$ cat src/vic_pkg.sv
// Package of constants for the vectored interrupt controller
package vic_pkg;
    // ==========================================================
    // Register offsets
    localparam logic [3:0] OFS_IRQ_EN     = 4'h0;
    localparam logic [3:0] OFS_PRIO_LOW   = 4'h1;
    localparam logic [3:0] OFS_PRIO_HIGH  = 4'h2;
    localparam logic [3:0] OFS_EXT_CTRL   = 4'h3;
    localparam logic [3:0] OFS_FLAGS      = 4'h4;
    localparam logic [3:0] OFS_MODE       = 4'h5;
    localparam logic [3:0] OFS_STATUS     = 4'h6;
    // ==========================================================
    // Field positions
    localparam int GATE_BIT      = 7;
    localparam int EXT2_EN_BIT   = 2;
    localparam int EXT2_PRIO_BIT = 3;
    localparam int EXT3_EN_BIT   = 6;
    localparam int EXT3_PRIO_BIT = 7;
    localparam int EXT0_TRIG_BIT = 0;
    localparam int EXT1_TRIG_BIT = 1;
    // Flag register layout
    localparam int FL_EXT0 = 0;
    localparam int FL_TMR0 = 1;
    localparam int FL_EXT1 = 2;
    localparam int FL_TMR1 = 3;
    localparam int FL_URX  = 4;
    localparam int FL_UTX  = 5;
    localparam int FL_T2OV = 6;
    localparam int FL_T2EX = 7;
    localparam int FL_EXT2 = 8;
    localparam int FL_EXT3 = 9;
    // ==========================================================
    // Reset values, vectors, source count and clocks per machine cycle
    localparam logic [7:0]  RST_REG     = 8'h00;
    localparam logic [15:0] VEC_BASE    = 16'h0003;
    localparam logic [15:0] VEC_STRIDE  = 16'h0008;
    localparam int          NUM_SRC     = 8;
    localparam int          CLK_PER_MC  = 12;
endpackage : vic_pkg

$ cat src/vic_core.sv
// Vectored interrupt controller with four priority levels and eight sources
`timescale 1ns/100ps
module vic_core #(
    parameter int MC_CLKS = vic_pkg::CLK_PER_MC
) (
    // Clock and reset
    input  wire logic        clk,
    input  wire logic        reset_n,
    // Register port
    input  wire logic [3:0]  reg_addr,
    input  wire logic [15:0] reg_wdata,
    input  wire logic        reg_wr,
    input  wire logic        reg_rd,
    output logic      [15:0] reg_rdata,
    // External interrupt pins, active low
    input  wire logic        ext_irq_pin_0,
    input  wire logic        ext_irq_pin_1,
    input  wire logic        ext_irq_pin_2,
    input  wire logic        ext_irq_pin_3,
    // Peripheral set pulses
    input  wire logic        tmr0_ovf_set,
    input  wire logic        tmr1_ovf_set,
    input  wire logic        tmr2_ovf_set,
    input  wire logic        tmr2_ext_set,
    input  wire logic        uart_rx_set,
    input  wire logic        uart_tx_set,
    // CPU handshake
    input  wire logic        instr_last_cycle,
    input  wire logic        instr_blocks_irq,
    input  wire logic        isr_exit_op,
    input  wire logic        sub_exit_op,
    input  wire logic        power_down,
    input  wire logic [15:0] cpu_pc,
    // Vector call outputs
    output logic             vector_call,
    output logic      [15:0] vector_addr,
    output logic      [15:0] push_pc,
    output logic             pop_pc,
    output logic             wake_req,
    output logic      [3:0]  in_service
);
    // ==========================================================
    // Registers
    logic [7:0] irq_en_reg;
    logic [7:0] prio_low_reg;
    logic [7:0] prio_high_reg;
    logic [7:0] ext_irq_ctrl_reg;
    logic [1:0] trig_sel;
    logic       ext0_flag, ext1_flag, ext2_flag, ext3_flag;
    logic       tmr0_ovf_flag, tmr1_ovf_flag, tmr2_ovf_flag, tmr2_ext_flag;
    logic       uart_rx_flag, uart_tx_flag;
    logic [3:0] pin_smp;
    logic [3:0] pin_prev;
    logic [7:0] mc_cnt;
    logic       mc_tick;
    logic [7:0] req;
    logic [7:0] en;
    logic [1:0] lvl [vic_pkg::NUM_SRC];
    logic       win_valid;
    logic [2:0] win_idx;
    logic [1:0] win_lvl;
    logic       take;
    logic [3:0] ext_edge;
    logic       ext0_trig_sel, ext1_trig_sel;
    logic       global_irq_gate;
    logic       wr_fl;
    logic [15:0] flags_vec;

    assign ext0_trig_sel   = trig_sel[vic_pkg::EXT0_TRIG_BIT];
    assign ext1_trig_sel   = trig_sel[vic_pkg::EXT1_TRIG_BIT];
    assign global_irq_gate = irq_en_reg[vic_pkg::GATE_BIT];
    assign wr_fl           = reg_wr && (reg_addr == vic_pkg::OFS_FLAGS);

    // ==========================================================
    // Machine cycle timing
    always_ff @(posedge clk) begin
        if (!reset_n) begin
            mc_cnt <= 8'h00;
        end else if (mc_cnt == 8'(MC_CLKS - 1)) begin
            mc_cnt <= 8'h00;
        end else begin
            mc_cnt <= mc_cnt + 8'h01;
        end
    end
    assign mc_tick = (mc_cnt == 8'(MC_CLKS - 1));

    // Pin sampling once per machine cycle
    always_ff @(posedge clk) begin
        if (!reset_n) begin
            pin_smp  <= 4'hf;
            pin_prev <= 4'hf;
        end else if (mc_tick) begin
            pin_prev <= pin_smp;
            pin_smp  <= {ext_irq_pin_3, ext_irq_pin_2, ext_irq_pin_1, ext_irq_pin_0};
        end
    end
    // High in one sample, low in the next; flagged one tick after the sample
    assign ext_edge = pin_prev & ~pin_smp;

    // ==========================================================
    // Configuration registers
    always_ff @(posedge clk) begin
        if (!reset_n) begin
            irq_en_reg       <= vic_pkg::RST_REG;
            prio_low_reg     <= vic_pkg::RST_REG;
            prio_high_reg    <= vic_pkg::RST_REG;
            ext_irq_ctrl_reg <= vic_pkg::RST_REG;
            trig_sel         <= 2'h0;
        end else if (reg_wr) begin
            unique case (reg_addr)
                vic_pkg::OFS_IRQ_EN:    irq_en_reg       <= reg_wdata[7:0];
                vic_pkg::OFS_PRIO_LOW:  prio_low_reg     <= reg_wdata[7:0];
                vic_pkg::OFS_PRIO_HIGH: prio_high_reg    <= reg_wdata[7:0];
                vic_pkg::OFS_EXT_CTRL:  ext_irq_ctrl_reg <= reg_wdata[7:0];
                vic_pkg::OFS_MODE:      trig_sel         <= reg_wdata[1:0];
                default: ;
            endcase
        end
    end

    // ==========================================================
    // Request flags; hardware set wins over any clear
    always_ff @(posedge clk) begin
        if (!reset_n) begin
            ext0_flag <= 1'b0;
            ext1_flag <= 1'b0;
            ext2_flag <= 1'b0;
            ext3_flag <= 1'b0;
        end else begin
            // Edge mode latches, level mode tracks the sampled pin
            if (!ext0_trig_sel) begin
                ext0_flag <= ~pin_smp[0] | (wr_fl & reg_wdata[vic_pkg::FL_EXT0]);
            end else if (mc_tick && ext_edge[0]) begin
                ext0_flag <= 1'b1;
            end else if (wr_fl) begin
                ext0_flag <= reg_wdata[vic_pkg::FL_EXT0];
            end else if (take && win_idx == 3'h0) begin
                ext0_flag <= 1'b0;
            end
            if (!ext1_trig_sel) begin
                ext1_flag <= ~pin_smp[1] | (wr_fl & reg_wdata[vic_pkg::FL_EXT1]);
            end else if (mc_tick && ext_edge[1]) begin
                ext1_flag <= 1'b1;
            end else if (wr_fl) begin
                ext1_flag <= reg_wdata[vic_pkg::FL_EXT1];
            end else if (take && win_idx == 3'h2) begin
                ext1_flag <= 1'b0;
            end
            // External 2 and 3 are edge flags that only software clears
            if (mc_tick && ext_edge[2]) begin
                ext2_flag <= 1'b1;
            end else if (wr_fl) begin
                ext2_flag <= reg_wdata[vic_pkg::FL_EXT2];
            end
            if (mc_tick && ext_edge[3]) begin
                ext3_flag <= 1'b1;
            end else if (wr_fl) begin
                ext3_flag <= reg_wdata[vic_pkg::FL_EXT3];
            end
        end
    end

    always_ff @(posedge clk) begin
        if (!reset_n) begin
            tmr0_ovf_flag <= 1'b0;
            tmr1_ovf_flag <= 1'b0;
            tmr2_ovf_flag <= 1'b0;
            tmr2_ext_flag <= 1'b0;
            uart_rx_flag  <= 1'b0;
            uart_tx_flag  <= 1'b0;
        end else begin
            if (tmr0_ovf_set) begin
                tmr0_ovf_flag <= 1'b1;
            end else if (wr_fl) begin
                tmr0_ovf_flag <= reg_wdata[vic_pkg::FL_TMR0];
            end else if (take && win_idx == 3'h1) begin
                tmr0_ovf_flag <= 1'b0;
            end
            if (tmr1_ovf_set) begin
                tmr1_ovf_flag <= 1'b1;
            end else if (wr_fl) begin
                tmr1_ovf_flag <= reg_wdata[vic_pkg::FL_TMR1];
            end else if (take && win_idx == 3'h3) begin
                tmr1_ovf_flag <= 1'b0;
            end
            // Timer 2 and serial flags: software clears only
            tmr2_ovf_flag <= tmr2_ovf_set | (wr_fl ? reg_wdata[vic_pkg::FL_T2OV] : tmr2_ovf_flag);
            tmr2_ext_flag <= tmr2_ext_set | (wr_fl ? reg_wdata[vic_pkg::FL_T2EX] : tmr2_ext_flag);
            uart_rx_flag  <= uart_rx_set | (wr_fl ? reg_wdata[vic_pkg::FL_URX] : uart_rx_flag);
            uart_tx_flag  <= uart_tx_set | (wr_fl ? reg_wdata[vic_pkg::FL_UTX] : uart_tx_flag);
        end
    end

    // ==========================================================
    // Requests, enables and levels
    assign req = {ext3_flag, ext2_flag, tmr2_ovf_flag | tmr2_ext_flag,
                  uart_rx_flag | uart_tx_flag, tmr1_ovf_flag, ext1_flag,
                  tmr0_ovf_flag, ext0_flag};
    assign en = {ext_irq_ctrl_reg[vic_pkg::EXT3_EN_BIT], ext_irq_ctrl_reg[vic_pkg::EXT2_EN_BIT],
                 irq_en_reg[5:0]} & {8{global_irq_gate}};

    always_comb begin
        for (int i = 0; i < 6; i++) begin
            lvl[i] = {prio_high_reg[i], prio_low_reg[i]};
        end
        lvl[6] = {prio_high_reg[6], ext_irq_ctrl_reg[vic_pkg::EXT2_PRIO_BIT]};
        lvl[7] = {prio_high_reg[7], ext_irq_ctrl_reg[vic_pkg::EXT3_PRIO_BIT]};
    end

    // Highest level wins, lowest index breaks ties
    always_comb begin
        win_valid = 1'b0;
        win_idx   = 3'h0;
        win_lvl   = 2'h0;
        for (int i = 0; i < vic_pkg::NUM_SRC; i++) begin
            if (req[i] && en[i] && (!win_valid || lvl[i] > win_lvl)) begin
                win_valid = 1'b1;
                win_idx   = 3'(i);
                win_lvl   = lvl[i];
            end
        end
    end

    // Polled fresh each machine cycle; nothing is held over
    assign take = mc_tick && win_valid && instr_last_cycle && !instr_blocks_irq
                  && !isr_exit_op && ((in_service >> win_lvl) == 4'h0);

    // ==========================================================
    // In-service tracking
    always_ff @(posedge clk) begin
        if (!reset_n) begin
            in_service <= 4'h0;
        end else if (take) begin
            in_service <= in_service | (4'h1 << win_lvl);
        end else if (isr_exit_op) begin
            if (in_service[3]) in_service[3] <= 1'b0;
            else if (in_service[2]) in_service[2] <= 1'b0;
            else if (in_service[1]) in_service[1] <= 1'b0;
            else in_service[0] <= 1'b0;
        end
    end

    // Vector call and stack control
    always_ff @(posedge clk) begin
        if (!reset_n) begin
            vector_call <= 1'b0;
            vector_addr <= 16'h0000;
            push_pc     <= 16'h0000;
            pop_pc      <= 1'b0;
        end else begin
            vector_call <= take;
            pop_pc      <= isr_exit_op | sub_exit_op;
            if (take) begin
                vector_addr <= vic_pkg::VEC_BASE + 16'(win_idx) * vic_pkg::VEC_STRIDE;
                push_pc     <= cpu_pc;
            end
        end
    end

    // Power-down wake from enabled external sources only
    always_ff @(posedge clk) begin
        if (!reset_n) begin
            wake_req <= 1'b0;
        end else begin
            wake_req <= power_down && |(en & req & 8'hc5);
        end
    end

    // ==========================================================
    // Register read port
    assign flags_vec = {6'h00, ext3_flag, ext2_flag, tmr2_ext_flag, tmr2_ovf_flag,
                        uart_tx_flag, uart_rx_flag, tmr1_ovf_flag, ext1_flag,
                        tmr0_ovf_flag, ext0_flag};
    always_ff @(posedge clk) begin
        if (!reset_n) begin
            reg_rdata <= 16'h0000;
        end else if (reg_rd) begin
            unique case (reg_addr)
                vic_pkg::OFS_IRQ_EN:    reg_rdata <= {8'h00, irq_en_reg};
                vic_pkg::OFS_PRIO_LOW:  reg_rdata <= {8'h00, prio_low_reg};
                vic_pkg::OFS_PRIO_HIGH: reg_rdata <= {8'h00, prio_high_reg};
                vic_pkg::OFS_EXT_CTRL:  reg_rdata <= {8'h00, ext_irq_ctrl_reg};
                vic_pkg::OFS_FLAGS:     reg_rdata <= flags_vec;
                vic_pkg::OFS_MODE:      reg_rdata <= {14'h0000, trig_sel};
                vic_pkg::OFS_STATUS:    reg_rdata <= {8'h00, win_valid, win_lvl, win_idx, 2'h0} | {12'h000, in_service};
                default:                reg_rdata <= 16'h0000;
            endcase
        end else begin
            reg_rdata <= 16'h0000;
        end
    end
endmodule : vic_core

$ cat config.mk
export PLATFORM = sky130hd
export DESIGN_NAME = vic_core
export DESIGN_NICKNAME = d
export VERILOG_FILES = /design/src/vic_pkg.sv /design/src/vic_core.sv
export SDC_FILE = /design/constraint.sdc
export NUM_CORES = 1
export LEC_CHECK = 0
export BUFFER_PORTS_ARGS = -buffer_cell sky130_fd_sc_hd__buf_2
export CAP_MARGIN = 10
export CORE_ASPECT_RATIO = 1.5
export CORE_UTILIZATION = 31
export CTS_CLUSTER_DIAMETER = 30
export DETAILED_ROUTE_END_ITERATION = 8
export MAX_ROUTING_LAYER = met4
export PLACE_DENSITY = 0.58
export SYNTH_ARGS = -nofsm -noshare
export SYNTH_HDL_FRONTEND = slang
export SYNTH_SLANG_ARGS = --single-unit
$ cat constraint.sdc
create_clock -name clk -period 13.7 [get_ports clk]
set_clock_uncertainty 0.2 [all_clocks]
set_input_delay 0.685 -clock clk [delete_from_list [all_inputs] [get_ports clk]]
set_output_delay 0.685 -clock clk [all_outputs]
set_load 0.02 [all_outputs]
==> results of run 1 <==
final timing paths:
| kind | start | endpoint | slack, ns | depth (start not counted) |
|---|---|---|---|---|
| worst max register to register | irq_en_reg[7] | push_pc[9] | 1.59 | 46 |
| worst max-delay path | irq_en_reg[7] | push_pc[9] | 1.59 | 46 |
| worst min-delay path | push_pc[15] | push_pc[15] | 0.26 | 2 |
| worst min register to register | push_pc[15] | push_pc[15] | 0.26 | 2 |
layout by cell type, fill, tap and decap left out, types with 13 or more instances in the layout:
master   count
a21oi_1     15
and3_1      13
buf_2       86
conb_1      17
dfxtp_1     97
ha_1        15
inv_1       19
mux2i_1     61
nand2_1     89
nand3_1     16
nor2_1      65
o21ai_0     19
metrics by stage:
| step | util, % | power, mW | hold slack, ns | worst slack [ns] | area [sq um] |
|---|---|---|---|---|---|
| floorplan | - | 0.3237 | 0.2258 | 3.494 | 5197 |
| global placement | 34.89 | 0.3363 | 0.2392 | 1.777 | 5649 |
| detailed placement | 34.89 | 0.3365 | 0.2469 | 1.689 | 5649 |
| CTS | 36.66 | 0.5846 | 0.2577 | 1.663 | 5934 |
| global route | 36.66 | 0.6007 | 0.2720 | 0.7357 | 5934 |
| finish | 36.66 | 0.5819 | 0.2560 | 1.588 | 5934 |
worst max-delay path, delay by kind of cell, from the launching register on:
kind                       cells  cell delay (ns)
AOI/OAI and AO/OA             19             5.10
adders and majority gates      7             2.01
buffers and inverters          2             0.49
DFF                            1             0.74
muxes                          3             0.99
and+or+nand+nor               15             2.49
synth_stat cells, drive strengths merged (12+ instances only):
library cell,number
and3,13
nor2,65
ha,15
buf,27
o21ai,20
a21oi,16
nand3,16
nor2b,12
mux2i,61
inv,19
clkbuf,22
dfxtp,97
nand2,89
kinds of logic (layout without fill, tap and decap cells):
logic type      count (synthesis)  count (layout)  share of synthesized area (%)
compound gates                109             109                          15.81
xor+xnor                        6               6                          1.023
buf+inv                        68             125                          6.722
mux                            69              69                          14.30
fa+ha+maj                      15              15                          3.653
other cells                     1              17                        0.07299
flops                          97              97                          37.80
simple gates                  231             231                          20.63
final cells by class:
cell class,instances,area (sq um),area share [%]
clock inverters,5,56.30,0.9488
multi-input cells,447,2910,49.04
well taps,206,257.7,4.343
flip-flops and latches,97,1942,32.72
clock buffers,10,229.0,3.858
repair buffers,91,467.9,7.885
inverters,19,71.32,1.202
power by group:
part / total [mW] / switching [mW] / internal (mW)
sequential: 0.290 / 0.00452 / 0.286
clock: 0.252 / 0.111 / 0.141
combinational: 0.0399 / 0.0263 / 0.0137
total: 0.582 / 0.142 / 0.440
layer usage:
| metal | track usage [%] | vias to the layer above | share of wire (%) |
|---|---|---|---|
| li1 | - | 2212 | - |
| met4 | 8.095 | 0 | 3.7 |
| met3 | 2.735 | 31 | 4.1 |
| met1 | 19.71 | 2108 | 41 |
| met2 | 30.15 | 142 | 51 |
| met5 | - | - | 0 |
==> impl_metrics.json, run 1 <==
{
  "synthTopCellsByArea": "dfxtp_1, mux2i_1, nand2_1",
  "slew_viol_final": 0,
  "hold_path_class": "reg2reg",
  "core_region_area_sq_um": 16190,
  "synthCells": 596,
  "path_clk_slew_ns": 0.07,
  "endpoint_kind": "register",
  "rsz0062_at_grt": "no",
  "drt_pass1_iterations": 5,
  "synth-seq-area-share_pct": 37.80,
  "drcViolationCount": 0,
  "critPathArrivalTime_ns": 12.19,
  "wl_per_cell_um": 16.44,
  "cts_buffers": 9,
  "async_reset_ff_share_pct": 0,
  "drt_iter0_drc": 297,
  "outcome": "finished, final reports clean",
  "cts_setup_buffers": 0,
  "place_congestion": 0.9142,
  "drtAntennaViolNets": 0,
  "yosysUniqueCellTypes": 66,
  "critPathRequiredTime_ns": 13.78,
  "nets": 735,
  "synth-edff-count": 0,
  "antenna_found_initial": 0,
  "syn_to_final_growth_pct": 15.51,
  "tritoncts": "done",
  "crit_type": "reg2reg",
  "dieArea_sq_um": 17100,
  "die_width_um": 107.1,
  "relSlewSlack_pct": 45.49,
  "hold_violations": 0,
  "ctsHoldBuffers": 0,
  "finalSetupTns_ns": 0,
  "period_share_pct": 88.41,
  "startpoint_type": "register",
  "dp_cells": 860,
  "grt_max_degree": 54,
  "avgSynthCellArea_sq_um": 8.620,
  "dr_total_vias": 4493,
  "synth-main-ff-cell": "dfxtp_1",
  "netlist_area_sq_um": 5137,
  "clock_sinks": 97,
  "cp_slowest_cell": "dfxtp_1",
  "viasPerCell": 5.135,
  "rows": 57,
  "n_antenna_cell": 0,
  "clockBufferDepth": 2,
  "worstMarginPinSlew_ns": 0.8177,
  "dp_hpwl_um": 10700,
  "powerDensity_nw_per_um2": 98.05,
  "ctsRootBufferMaster": "clkbuf_16",
  "cp_max_fo": 27,
  "maxCapViolCount": 0,
  "fillers": 1676,
  "fmax_mhz": 82.56,
  "grt_pass1_wl_um": 22580,
  "largest_register_ffs": 16,
  "die_h_um": 159.7,
  "instances_no_fill": 875,
  "grt_usage_pct": 17.55,
  "p_leak_nw": 2.695,
  "synth_warnings": 0,
  "regMostFlops": "push_pc",
  "drt_wl_total_um": 14390,
  "grt_remaining_overflow": 0,
  "reg_top3": "push_pc (16), reg_rdata (10)",
  "cp_common_cell": "ha_1",
  "layout-drive-gt1-share_pct": 18.24,
  "yosysTopAreaCell": "dfxtp_1",
  "fin_crit_ns": 12.11,
  "pin_count": 110,
  "io_buffers": 86,
  "start_util_pct": 31.73,
  "cpPeakStageDelay_ns": 0.74,
  "synth.top_cell.area_share_pct": 37.80,
  "ctsResizeCount": 0,
  "ys_ff_latch": 97,
  "clock_latency_ns": 0.35,
  "htreeDepth": 3,
  "worst_ir_drop_vdd_mv": 0.05003,
  "finalSetupViolCount": 0,
  "grt_pass1_vias": 4224
}
Note: power is estimated with default switching activity, not from simulation.
==> inputs of run 2 (changes only) <==
==> constraint.sdc (replaced) <==
create_clock -name clk -period 13.7 [get_ports clk]
set_clock_uncertainty 0.2 [all_clocks]
set_input_delay 1.37 -clock clk [delete_from_list [all_inputs] [get_ports clk]]
set_output_delay 1.37 -clock clk [all_outputs]
set_load 0.02 [all_outputs]
==> impl_metrics.json, run 2 (synthesized netlist as in run 1, its figures left out) <==
{
  "mostFrequentLayoutCells": "dfxtp_1, nand2_1, buf_2, nor2_1, mux2i_1",
  "cp_slowest_cell": "dfxtp_1",
  "wl_met2_um": 7516,
  "critPathArrivalTime_ns": 12.21,
  "ctsRootBufferMaster": "clkbuf_16",
  "final_common_cell": "dfxtp_1",
  "grt_remaining_overflow": 0,
  "multi_input_area_sq_um": 2910,
  "relSlewSlack_pct": 41.72,
  "regMostFlops": "push_pc",
  "drt_pass1_iterations": 7,
  "wl_met3_um": 596,
  "fin_crit_ns": 12.13,
  "nets": 735,
  "die_h_um": 159.7,
  "worst-r2r-setup-slack_ns": 1.57,
  "ctsResizeCount": 0,
  "finalSetupViolCount": 0,
  "htreeDepth": 3,
  "core_region_area_sq_um": 16190,
  "dp_hpwl_um": 10760,
  "path_depth": 46,
  "drt_iter0_drc": 225,
  "slew_viol_final": 0,
  "worst_ir_drop_vdd_mv": 0.06237,
  "reg2reg_to": "vector_addr[5]",
  "pin_count": 110,
  "layout-drive-gt1-share_pct": 18.51,
  "ff2ff_path_depth": 46,
  "r2r_start": "irq_en_reg[7]",
  "hold_path_class": "reg2reg",
  "drcViolationCount": 0,
  "clock_latency_ns": 0.35,
  "p_total_uw": 573.2,
  "maxCapViolCount": 0,
  "n_antenna_cell": 0,
  "worstSetupStartpoint": "irq_en_reg[7]",
  "p_leak_nw": 2.690,
  "grt_max_degree": 54,
  "ctsHoldBuffers": 0,
  "grt_pass1_vias": 4250,
  "drtAntennaViolNets": 0,
  "cp_max_fo": 27,
  "fmax_mhz": 82.43,
  "place_congestion": 0.9144,
  "rsz0062_at_grt": "no",
  "wl_per_cell_um": 16.51,
  "cts_setup_buffers": 0,
  "clockBufferDepth": 2,
  "grt_usage_pct": 17.79,
  "io_buffers": 86,
  "cts_buffers": 9,
  "largest_register_ffs": 16,
  "start_util_pct": 31.73,
  "path_delay_family": "compound AO/OA/AOI/OAI gates",
  "startpoint_type": "register",
  "grt_pass1_wl_um": 22910,
  "period_share_pct": 88.55,
  "rows": 57,
  "powerDensity_nw_per_um2": 96.69,
  "crit_type": "reg2reg",
  "pre_cts_ws_ns": 1.661,
  "path_clk_slew_ns": 0.07,
  "dieArea_sq_um": 17100,
  "endpoint": "vector_addr[5]",
  "cpPeakStageDelay_ns": 0.74,
  "finalSetupTns_ns": 0,
  "cp_common_cell": "ha_1",
  "hold_violations": 0,
  "reg_top3": "push_pc (16), reg_rdata (10)",
  "antenna_found_initial": 0,
  "drt_wl_total_um": 14460,
  "critPathRequiredTime_ns": 13.78,
  "tritoncts": "done",
  "fillers": 1712,
  "die_width_um": 107.1,
  "fin_ws_ns": 1.568,
  "m1WireLength_um": 5962,
  "viasPerCell": 5.186,
  "worstMarginPinSlew_ns": 0.8621,
  "dr_total_vias": 4543,
  "outcome": "finished, final reports clean",
  "seqCellArea_sq_um": 1942,
  "path_buf_inv": 2,
  "syn_to_final_growth_pct": 15.39,
  "endpoint_kind": "register",
  "dr.max_layer_used": "met4",
  "clock_sinks": 97
}
[run 2: cell count changes in the layout (fill, tap and decap cells not counted)]
cell / change
clkinvlp_4: +1
inv_6: +1
clkbuf_1: -1
inv_8: +1
bufinv_16: -1
[run 2: area by class of cell]
class | count | area share [%]
inverter | 19 | 1.203
sequential | 97 | 32.76
tap | 206 | 4.348
clock inverter | 7 | 0.9076
timing repair buffer | 91 | 7.894
multi-input combinational | 447 | 49.09
clock buffer | 9 | 3.799
[run 2: how the worst min path moves through the flow]
stage               cells past startpoint      startpoint              to  slack (ns)
floorplan                               1       mc_cnt[0]       mc_cnt[0]        0.23
global placement                        2     push_pc[11]     push_pc[11]        0.24
detailed placement                      2  vector_addr[4]  vector_addr[4]        0.24
CTS                                     2      push_pc[9]      push_pc[9]        0.26
global route                            2     push_pc[14]     push_pc[14]        0.27
finish                                  2     push_pc[10]     push_pc[10]        0.26
[run 2: worst register-to-register path: cells and delay by family, from the launching register on]
| kind | cells | cell delay [ns] |
|---|---|---|
| simple gates | 14 | 2.26 |
| mux | 3 | 0.99 |
| compound gates | 20 | 5.40 |
| buf+inv | 2 | 0.49 |
| flops | 1 | 0.74 |
| fa+ha+maj | 7 | 2.00 |
[run 2: routing by layer]
| layer | track usage (%) | vias to the layer above |
|---|---|---|
| li1 | - | 2207 |
| met4 | 8.032 | 0 |
| met1 | 20.19 | 2157 |
| met2 | 30.41 | 151 |
| met3 | 2.776 | 28 |
| met5 | - | - |
[run 2: stage by stage]
| step | utilization, % | std cells | hold slack [ns] | area (sq um) |
|---|---|---|---|---|
| floorplan | - | 612 | 0.2258 | 5197 |
| global route | 36.62 | 876 | 0.2741 | 5928 |
| detailed placement | 34.89 | 860 | 0.2446 | 5649 |
| global placement | 34.89 | 860 | 0.2393 | 5649 |
| finish | 36.62 | 876 | 0.2563 | 5928 |
| CTS | 36.62 | 876 | 0.2587 | 5928 |
[run 2: power breakdown]
part           switching (mW)  internal (mW)  total [mW]
clock network           0.118          0.125       0.243
logic                  0.0265         0.0137      0.0402
registers             0.00455          0.286       0.290
total                   0.149          0.424       0.573
